==> src/verilog/core_pins_regs.svh <==
/*
  Constants shared by both ends of the core test and miscellaneous pins:
  vector addresses, scan geometry, controller register map and fields.
  Assumes it is included by bare name from the verilog/ folder.
*/
// Function
// RULE_01: Clock force high in scan, low otherwise.
// RULE_02: Shift enable high shifts scan chains.
// RULE_03: Seven scan chains, own in and out.
// RULE_04: Everything timed from rising system clock.
// RULE_05: Bus transfers advance only on enabled edges.
// RULE_06: Same-rate bus ties bus enable high.
// RULE_07: Debug enable gates debug logic, high in scan.
// RULE_08: Bus reset low resets bus logic.
// RULE_09: Debug reset clears internal state asynchronously.
// RULE_10: Endian output high for big-endian.
// RULE_11: Strap loads vector-base bit at reset.
// RULE_12: Accept active-low fast and normal interrupts.
// RULE_13: Big-endian puts low byte at higher address.
// RULE_14: Vector base zero or top 64 KB.
// RULE_15: Each chain moves one bit per edge.
`ifndef CORE_PINS_REGS_SVH
`define CORE_PINS_REGS_SVH

// ==========================================================================
// Device constants
`define SCAN_CHAINS     7
`define SCAN_LEN        16
`define VEC_BASE_LOW    32'h0000_0000
`define VEC_BASE_HIGH   32'hFFFF_0000
`define VEC_OFF_IRQ     32'h0000_0018
`define VEC_OFF_FIQ     32'h0000_001C
`define VBIT_RESET      1'h0
`define BYTE_LANE_TOP   2'h3
`define STRB_ONE        4'h1

// ==========================================================================
// Controller register offsets (APB byte addresses)
`define REG_CTRL        12'h000
`define REG_DIV         12'h004
`define REG_SCAN        12'h008
`define REG_BUS_ADDR    12'h00C
`define REG_BUS_DATA    12'h010
`define REG_BUS_STRB    12'h014

// Control register fields and reset value.
`define CTRL_TEST       0
`define CTRL_BUS_RUN    1
`define CTRL_DBG_RUN    2
`define CTRL_FIQ        3
`define CTRL_IRQ        4
`define CTRL_STRAP      5
`define CTRL_DBG_EN     6
`define CTRL_W          7
`define CTRL_RESET      7'h00
`define DIV_W           8
`define DIV_RESET       8'h00
// Status bit in the scan register, above the seven scan bits.
`define SCAN_ENDIAN     8

`endif

==> src/verilog/core_pins_pkg.sv <==
/*
  Types shared by both ends of the core test and miscellaneous pins.
  Assumes nothing beyond a SystemVerilog compiler.
*/
package core_pins_pkg;

  // ========================================================================
  // Bus transfer sequencer states.
  typedef enum logic [1:0] {XFER_IDLE, XFER_ADDR, XFER_DATA} xfer_state_t;

  // Interrupt currently presented to the core.
  typedef enum logic [1:0] {IRQ_NONE, IRQ_NORMAL, IRQ_FAST} irq_kind_t;

endpackage : core_pins_pkg

==> src/verilog/core_pins_if.sv <==
/*
  Link between the core end and the system integration end.
  Assumes both ends run on the same pclk; no clocking block is used.
*/
`timescale 1ns/1ns
interface core_pins_if;

  // ========================================================================
  // Test, clock enable, reset and miscellaneous pins.
  logic        scan_clock_force;
  logic        scan_shift_enable;
  logic [6:0]  scan_chain_in;
  logic [6:0]  scan_chain_out;
  logic        bus_clock_enable;
  logic        debug_clock_enable;
  logic        bus_reset_n;
  logic        debug_reset_n;
  logic        endian_big_out;
  logic        fast_irq_n;
  logic        normal_irq_n;
  logic        vector_init_strap;
  // Minimal bus write path driven by the core.
  logic        bus_valid;
  logic [31:0] bus_addr;
  logic [31:0] bus_wdata;
  logic [3:0]  bus_strb;

  modport dev (
    input  scan_clock_force, scan_shift_enable, scan_chain_in,
    input  bus_clock_enable, debug_clock_enable, bus_reset_n,
    input  debug_reset_n, fast_irq_n, normal_irq_n, vector_init_strap,
    output scan_chain_out, endian_big_out,
    output bus_valid, bus_addr, bus_wdata, bus_strb
  );

  modport sys (
    output scan_clock_force, scan_shift_enable, scan_chain_in,
    output bus_clock_enable, debug_clock_enable, bus_reset_n,
    output debug_reset_n, fast_irq_n, normal_irq_n, vector_init_strap,
    input  scan_chain_out, endian_big_out,
    input  bus_valid, bus_addr, bus_wdata, bus_strb
  );

endinterface : core_pins_if

==> src/verilog/core_pins_dev.sv <==
/*
  Core end of the test and miscellaneous pins: scan chains, qualified bus
  write sequencer, endianness, interrupt intake, vector base and a debug
  tick counter with its own asynchronous reset.
  Assumes every link input is synchronous to pclk and that the far end
  holds bus_reset_n low for at least one edge after power-up.
*/
`timescale 1ns/1ns
`include "core_pins_regs.svh"
module core_pins_dev #(
  parameter int CHAIN_LEN = `SCAN_LEN
) (
  input  wire logic                       pclk,
  input  wire logic                       presetn,
  core_pins_if.dev                        link,
  input  wire logic                       big_endian_mode,
  input  wire logic                       xfer_req,
  input  wire logic [31:0]                xfer_addr,
  input  wire logic [7:0]                 xfer_byte,
  output logic                            xfer_busy,
  output logic                            xfer_done,
  output logic                            vector_base_high,
  output logic [31:0]                     irq_vector,
  output core_pins_pkg::irq_kind_t        irq_kind,
  output logic [15:0]                     debug_ticks
);
  import core_pins_pkg::*;

  // ========================================================================
  // Scan chains.
  logic [`SCAN_CHAINS-1:0] chain_out;

  // Each chain is an independent shift register with its own in and out pins; all share one shift enable.
  for (genvar i = 0; i < `SCAN_CHAINS; i++)
  begin : g_chain
    scan_chain #(
      .LEN      (CHAIN_LEN)
    ) u_chain (
      .pclk     (pclk),
      .presetn  (presetn),
      .shift_en (link.scan_shift_enable),           // [RULE_02]
      .scan_in  (link.scan_chain_in[i]),            // [RULE_03]
      .scan_out (chain_out[i])
    );
  end

  assign link.scan_chain_out = chain_out;

  // ========================================================================
  // Bus write sequencer.
  xfer_state_t state_q;
  xfer_state_t state_d;
  logic [31:0] addr_q;
  logic [31:0] addr_d;
  logic [31:0] wdata_q;
  logic [31:0] wdata_d;
  logic [3:0]  strb_q;
  logic [3:0]  strb_d;
  logic        valid_q;
  logic        valid_d;
  logic        done_q;
  logic        done_d;
  logic        busy_q;
  logic        busy_d;
  logic        endian_q;
  logic        bus_edge;
  logic [1:0]  lane;

  // While scan forces the clocks free-running, every edge counts as a bus
  // edge so that the sequencer cannot hang waiting for an enable.
  assign bus_edge = link.bus_clock_enable | link.scan_clock_force; // [RULE_05]

  // Byte lane in the word: big-endian mirrors the low address bits so the
  // least significant lane sits at the highest address.
  assign lane = endian_q ? (`BYTE_LANE_TOP - xfer_addr[1:0])
                         : xfer_addr[1:0];                      // [RULE_13]

  always_comb
  begin
    state_d = state_q;
    addr_d  = addr_q;
    wdata_d = wdata_q;
    strb_d  = strb_q;
    valid_d = valid_q;
    done_d  = 1'b0;
    if (!link.bus_reset_n)
    begin
      state_d = XFER_IDLE;                                       // [RULE_08]
      valid_d = 1'b0;
    end
    else
    begin
      unique case (state_q)
        XFER_IDLE:
        begin
          if (xfer_req)
          begin
            addr_d  = xfer_addr;
            wdata_d = {4{xfer_byte}};
            strb_d  = `STRB_ONE << lane;
            state_d = XFER_ADDR;
          end
        end
        XFER_ADDR:
        begin
          if (bus_edge)
          begin
            valid_d = 1'b1;                                      // [RULE_05]
            state_d = XFER_DATA;
          end
        end
        XFER_DATA:
        begin
          if (bus_edge)
          begin
            valid_d = 1'b0;                                      // [RULE_05]
            done_d  = 1'b1;
            state_d = XFER_IDLE;
          end
        end
      endcase
    end
    // Busy is registered so that the pin comes straight from a flop.
    busy_d = (state_d != XFER_IDLE);
  end

  // All sequencer state moves on the rising edge only.
  always_ff @(posedge pclk or negedge presetn)                  // [RULE_04]
  begin
    if (!presetn)
    begin
      state_q <= XFER_IDLE;
      addr_q  <= '0;
      wdata_q <= '0;
      strb_q  <= '0;
      valid_q <= 1'b0;
      done_q  <= 1'b0;
      busy_q  <= 1'b0;
    end
    else
    begin
      state_q <= state_d;
      addr_q  <= addr_d;
      wdata_q <= wdata_d;
      strb_q  <= strb_d;
      valid_q <= valid_d;
      done_q  <= done_d;
      busy_q  <= busy_d;
    end
  end

  assign link.bus_valid = valid_q;
  assign link.bus_addr  = addr_q;
  assign link.bus_wdata = wdata_q;
  assign link.bus_strb  = strb_q;
  assign xfer_busy      = busy_q;
  assign xfer_done      = done_q;

  // ========================================================================
  // Endianness, vector base bit and interrupt intake.
  logic        endian_d;
  logic        vbit_q;
  logic        vbit_d;
  irq_kind_t   kind_q;
  irq_kind_t   kind_d;
  logic [31:0] vec_q;
  logic [31:0] vec_d;
  logic [31:0] base;

  assign base = vbit_q ? `VEC_BASE_HIGH : `VEC_BASE_LOW;          // [RULE_14]

  always_comb
  begin
    endian_d = big_endian_mode;                                  // [RULE_10]
    vbit_d   = vbit_q;
    // The strap is sampled for as long as the bus reset is held, so the
    // bit settles to the strap level present at the release.
    if (!link.bus_reset_n)
    begin
      vbit_d = link.vector_init_strap;                           // [RULE_11]
    end
    // Fast requests win over normal ones when both are low.
    kind_d = IRQ_NONE;
    vec_d  = base;
    if (!link.fast_irq_n)
    begin
      kind_d = IRQ_FAST;                                         // [RULE_12]
      vec_d  = base + `VEC_OFF_FIQ;
    end
    else if (!link.normal_irq_n)
    begin
      kind_d = IRQ_NORMAL;                                       // [RULE_12]
      vec_d  = base + `VEC_OFF_IRQ;
    end
  end

  always_ff @(posedge pclk or negedge presetn)
  begin
    if (!presetn)
    begin
      endian_q <= 1'b0;
      vbit_q   <= `VBIT_RESET;
      kind_q   <= IRQ_NONE;
      vec_q    <= `VEC_BASE_LOW;
    end
    else
    begin
      endian_q <= endian_d;
      vbit_q   <= vbit_d;
      kind_q   <= kind_d;
      vec_q    <= vec_d;
    end
  end

  assign link.endian_big_out = endian_q;                         // [RULE_10]
  assign vector_base_high    = vbit_q;
  assign irq_kind            = kind_q;
  assign irq_vector          = vec_q;

  // ========================================================================
  // Debug tick counter.
  logic        dbg_rst_n;
  logic [15:0] ticks_q;
  logic [15:0] ticks_d;

  // Either reset clears the debug state; the debug reset needs no clock.
  // Both inputs come from flops, so the AND cannot glitch low spuriously.
  assign dbg_rst_n = presetn & link.debug_reset_n;               // [RULE_09]

  always_comb
  begin
    ticks_d = ticks_q;
    if (link.debug_clock_enable)
    begin
      ticks_d = ticks_q + 16'h0001;                              // [RULE_07]
    end
  end

  always_ff @(posedge pclk or negedge dbg_rst_n)
  begin
    if (!dbg_rst_n)
    begin
      ticks_q <= '0;                                             // [RULE_09]
    end
    else
    begin
      ticks_q <= ticks_d;
    end
  end

  assign debug_ticks = ticks_q;

endmodule : core_pins_dev

==> src/verilog/scan_chain.sv <==
/*
  One serial scan chain of parameterised length.
  Assumes shift_en is synchronous to pclk.
*/
`timescale 1ns/1ns
module scan_chain #(
  parameter int LEN = 16
) (
  input  wire logic pclk,
  input  wire logic presetn,
  input  wire logic shift_en,
  input  wire logic scan_in,
  output logic      scan_out
);

  logic [LEN-1:0] chain_q;
  logic [LEN-1:0] chain_d;

  // ========================================================================
  // Shift one place toward the output per enabled edge.
  always_comb
  begin
    chain_d = chain_q;
    if (shift_en)
    begin
      chain_d = {chain_q[LEN-2:0], scan_in}; // [RULE_15]
    end
  end

  always_ff @(posedge pclk or negedge presetn)
  begin
    if (!presetn)
    begin
      chain_q <= '0;
    end
    else
    begin
      chain_q <= chain_d;
    end
  end

  assign scan_out = chain_q[LEN-1];

endmodule : scan_chain

==> src/flat_wrapper.sv <==
// flat-port wrapper written by rule: the top's interface ports become plain ports
module core_pins_dev_flat import core_pins_pkg::*;
#(
  parameter int CHAIN_LEN = `SCAN_LEN
)
  (pclk, presetn, big_endian_mode, xfer_req, xfer_addr, xfer_byte, xfer_busy, xfer_done, vector_base_high, irq_vector, irq_kind, debug_ticks, link_scan_clock_force, link_scan_shift_enable, link_scan_chain_in, link_bus_clock_enable, link_debug_clock_enable, link_bus_reset_n, link_debug_reset_n, link_fast_irq_n, link_normal_irq_n, link_vector_init_strap, link_scan_chain_out, link_endian_big_out, link_bus_valid, link_bus_addr, link_bus_wdata, link_bus_strb);
  core_pins_if link_i ();
  input  wire logic pclk;
  input  wire logic presetn;
  input  wire logic big_endian_mode;
  input  wire logic xfer_req;
  input  wire logic [31:0] xfer_addr;
  input  wire logic [7:0] xfer_byte;
  output logic xfer_busy;
  output logic xfer_done;
  output logic vector_base_high;
  output logic [31:0] irq_vector;
  output core_pins_pkg::irq_kind_t irq_kind;
  output logic [15:0] debug_ticks;
  input wire logic [$bits(link_i.scan_clock_force)-1:0] link_scan_clock_force;
  input wire logic [$bits(link_i.scan_shift_enable)-1:0] link_scan_shift_enable;
  input wire logic [$bits(link_i.scan_chain_in)-1:0] link_scan_chain_in;
  input wire logic [$bits(link_i.bus_clock_enable)-1:0] link_bus_clock_enable;
  input wire logic [$bits(link_i.debug_clock_enable)-1:0] link_debug_clock_enable;
  input wire logic [$bits(link_i.bus_reset_n)-1:0] link_bus_reset_n;
  input wire logic [$bits(link_i.debug_reset_n)-1:0] link_debug_reset_n;
  input wire logic [$bits(link_i.fast_irq_n)-1:0] link_fast_irq_n;
  input wire logic [$bits(link_i.normal_irq_n)-1:0] link_normal_irq_n;
  input wire logic [$bits(link_i.vector_init_strap)-1:0] link_vector_init_strap;
  output wire logic [$bits(link_i.scan_chain_out)-1:0] link_scan_chain_out;
  output wire logic [$bits(link_i.endian_big_out)-1:0] link_endian_big_out;
  output wire logic [$bits(link_i.bus_valid)-1:0] link_bus_valid;
  output wire logic [$bits(link_i.bus_addr)-1:0] link_bus_addr;
  output wire logic [$bits(link_i.bus_wdata)-1:0] link_bus_wdata;
  output wire logic [$bits(link_i.bus_strb)-1:0] link_bus_strb;
  assign link_i.scan_clock_force = link_scan_clock_force;
  assign link_i.scan_shift_enable = link_scan_shift_enable;
  assign link_i.scan_chain_in = link_scan_chain_in;
  assign link_i.bus_clock_enable = link_bus_clock_enable;
  assign link_i.debug_clock_enable = link_debug_clock_enable;
  assign link_i.bus_reset_n = link_bus_reset_n;
  assign link_i.debug_reset_n = link_debug_reset_n;
  assign link_i.fast_irq_n = link_fast_irq_n;
  assign link_i.normal_irq_n = link_normal_irq_n;
  assign link_i.vector_init_strap = link_vector_init_strap;
  assign link_scan_chain_out = link_i.scan_chain_out;
  assign link_endian_big_out = link_i.endian_big_out;
  assign link_bus_valid = link_i.bus_valid;
  assign link_bus_addr = link_i.bus_addr;
  assign link_bus_wdata = link_i.bus_wdata;
  assign link_bus_strb = link_i.bus_strb;
  core_pins_dev #(.CHAIN_LEN(CHAIN_LEN)) u_core (.pclk(pclk), .presetn(presetn), .link(link_i), .big_endian_mode(big_endian_mode), .xfer_req(xfer_req), .xfer_addr(xfer_addr), .xfer_byte(xfer_byte), .xfer_busy(xfer_busy), .xfer_done(xfer_done), .vector_base_high(vector_base_high), .irq_vector(irq_vector), .irq_kind(irq_kind), .debug_ticks(debug_ticks));
endmodule
==> config.mk <==
export PLATFORM = sky130hd
export DESIGN_NAME = core_pins_dev_flat
export DESIGN_NICKNAME = d
export VERILOG_FILES = /design/src/verilog/core_pins_pkg.sv /design/src/verilog/core_pins_if.sv /design/src/verilog/core_pins_dev.sv /design/src/verilog/scan_chain.sv /design/src/flat_wrapper.sv
export VERILOG_INCLUDE_DIRS = /design/src /design/src/verilog
export SDC_FILE = /design/constraint.sdc
export NUM_CORES = 1
export LEC_CHECK = 0
export BUFFER_PORTS_ARGS = -buffer_cell sky130_fd_sc_hd__buf_2
export CAP_MARGIN = 20
export CORE_MARGIN = 1
export CORE_UTILIZATION = 53
export DETAILED_ROUTE_END_ITERATION = 12
export PLACE_DENSITY = 0.79
export SLEW_MARGIN = 5
export SYNTH_ARGS = -nofsm -noshare
export SYNTH_HDL_FRONTEND = slang
export SYNTH_HIERARCHICAL = 1
export SYNTH_SLANG_ARGS = --single-unit
==> constraint.sdc <==
create_clock -name pclk -period 2 [get_ports pclk]
set_clock_uncertainty 0.1 [all_clocks]
set_input_delay 0.4 -clock pclk [delete_from_list [all_inputs] [get_ports pclk]]
set_output_delay 0.4 -clock pclk [all_outputs]
set_load 0.005 [all_outputs]
==> out/results.ini <==
[status]
status = complete, no violations

[cts]
cts_root_buffer = clkbuf_16
cts_buffers = 17
clkTransAtPathRegs_ns = 0.07
cts_tree = built
cts.sinks = 183
htreeDepth = 4
clk_latency_ns = 0.42
clock_path_buffers = 2

[timing]
fin_crit_sh_pct = 91.4
rsz0062_at_grt = false
timing.fmax_mhz = 547
slew_viol_final = 0
period_needed_ns = 1.83
slew_headroom_pct = 41.7
worstMarginPinSlew_ns = 0.875
finalHoldViolations = 0
setup_ws_ns = 0.171
setup_viol = 0
setup_tns_ns = 0

[setup_path]
worstSetupPathType = register to register
start_kind = register
worstPathMaxFanout = 4
critPathSlowestCell = dfrtp_1
required_ns = 2.23
worst_setup_path_end_kind = register
path_cells = inv_1 > ha_1 > or3b_1 > a311o_1 > o22ai_1
arrival_ns = 2.06
max_stage_delay_ns = 0.41

[synth]
synth-seq-cells = 183
netlist_instances = 497
synth_warnings = 6
synthFlopType = dfrtp_1
synth_edf_count = 0
synth.avg_cell_area_um2 = 15.8
yosysSeqAreaShare_pct = 58.5
async_flop_share_pct = 100
syn_area_um2 = 7830
ys_types = 36

[grt]
grt_max_degree = 168
busiest_layer = met2
met3_usage_pct = 5.03
gr-total-overflow = 0
grt_pass1_vias = 4345
antenna_found_initial = 0
use_met2_pct = 31.3
gr-usage-met1_pct = 23.1
grt_use_total_pct = 18.8
grt_pass1_wl_mm = 21.9

[routing]
routed_via_density = 5.10
vias = 4266
drt_iter0_markers = 158
ant_nets = 0
wl_per_cell_um = 16.1
wirelength_mm = 13.5
drt_pre_antenna_iters = 5
route.detailed.drc = 0

[worst_hold_path]
min_path_type = input port to async pin

[die]
dieWidth_um = 124
die_area_um2 = 15300
design.portCount = 190
row_count = 44
die_h_um = 124
core_area_um2 = 14500
initial_utilization_pct = 54.1

[placement]
place_ws_ns = 0.252
place_congestion = 0.892
placed_area_um2 = 8460
dp_hpwl_mm = 9.18
port_buffers = 176

[pwr]
power.density_nw_per_um2 = 1270
totalPowerFinal_mw = 11.6
max-vdd-ir-drop_mv = 0.752
p_leak_nw = 4.51

[cells_and_area]
nets = 704
fin_area_um2 = 9110
final_common_cell = dfrtp_1
final_cell_mix = 183 x dfrtp_1, 174 x buf_2, 70 x mux2_4
drive_gt1_share_pct = 53.1
diodes = 0
syn2layout_area_growth_pct = 16.3
fill_cells = 1070

[run]
maxCapViolCount = 0

## cells by family (layout without fill, tap and decap cells)
kind of cell,count (synthesis),after routing,share of synthesized area [%]
AND/OR/NAND/NOR,44,44,3.63
AO/OA/AOI/OAI,12,12,0.927
adder cells (fa/ha/maj),4,4,0.639
XOR/XNOR,15,15,1.68
other,1,13,0.0479
flip-flops,183,183,58.5
buffers and inverters,81,224,8.71
multiplexers,157,157,25.9
## cell type report
type                            instances  area (um^2)  area share, %
Tap cell                              184          230           2.53
Clock inverter                         13          198           2.17
Multi-Input combinational cell        245         2620           28.7
Inverter                                7         26.3          0.288
Clock buffer                           18          439           4.82
Timing Repair Buffer                  186         1020           11.2
Sequential cell                       183         4580           50.3
## worst max-delay path, delay by kind of cell (launching register included)
family	cells	cell delay (ns)
AOI/OAI and AO/OA	2	0.56
adders and majority gates	1	0.22
and+or+nand+nor	1	0.36
DFF	1	0.41
buffers and inverters	1	0.10
## state kept, by name, indices dropped and copies added (netlist names)
name and cells:
u_core/debug_ticks 16, u_core/g_chain.u_chain/chain_q 112, u_core/irq_kind 1, u_core/irq_vector 3, u_core/link.bus_addr 32, u_core/link.bus_strb 4
u_core/link.bus_valid 1, u_core/link.bus_wdata 8, u_core/link.endian_big_out 1, u_core/state_q 2, u_core/vector_base_high 1, u_core/xfer_busy 1
u_core/xfer_done 1
## layer usage
layer | vias to the layer above | wire (um)
li1 | 1919 | -
met1 | 2162 | 5490
met2 | 156 | 6910
met3 | 29 | 707
met4 | 0 | 374
met5 | - | 0
## path summary, 6_finish.rpt
kind / startpoint / end / slack [ns] / cells past startpoint
max: u_core/state_q[0] / u_core/xfer_busy / 0.17 / 5
min: presetn / u_core/g_chain[1].u_chain/chain_q[1] / 0.03 / 2
max reg2reg: u_core/state_q[0] / u_core/xfer_busy / 0.17 / 5
min reg2reg: u_core/vector_base_high / u_core/irq_vector[30] / 0.30 / 0
max in group asynchronous: presetn / u_core/link.bus_addr[4] / 1.12 / 2
min in group pclk: link_normal_irq_n / u_core/irq_kind[0] / 0.04 / 2
## cells in the mapped netlist, types with 3 or more instances
cell type / instances / area (um^2)
nor2b_1: 3 / 18.8
buf_4: 55 / 413
nor4_2: 4 / 50.1
buf_6: 7 / 78.8
mux2_1: 33 / 372
xnor2_1: 6 / 52.6
mux2_4: 70 / 1050
buf_2: 4 / 20.0
nand2_1: 10 / 37.5
ha_1: 4 / 50.1
nand3_1: 3 / 15.0
buf_12: 7 / 140
nor3_1: 5 / 25.0
mux2i_1: 3 / 30.0
nand4_1: 3 / 18.8
o21ai_1: 4 / 20.0
xor2_1: 9 / 78.8
nor2_1: 7 / 26.3
dfrtp_1: 183 / 4580
mux2_2: 51 / 574
inv_1: 7 / 26.3
## power by group
part	leakage [nW]	switching [mW]	internal (mW)
combinational	2.00	0.800	1.63
clock	0.301	1.38	2.14
sequential	2.20	0.773	4.85
## metrics by stage
step                std cells  hold slack, ns  utilization, %
finish                    836          0.0286            62.9
global route              836          0.0330            62.9
CTS                       836          0.0235            62.9
detailed placement        804           0.283            58.4
global placement          804           0.274            58.4
floorplan                 509         0.00441               -
## timing repair
action / in CTS / in global routing
endpoints found under the hold margin: 1 / 0
resized for setup: 0 / 0
setup buffers: 0 / 0
hold buffers: 1 / 0
Note: power is estimated with default switching activity, not from simulation.
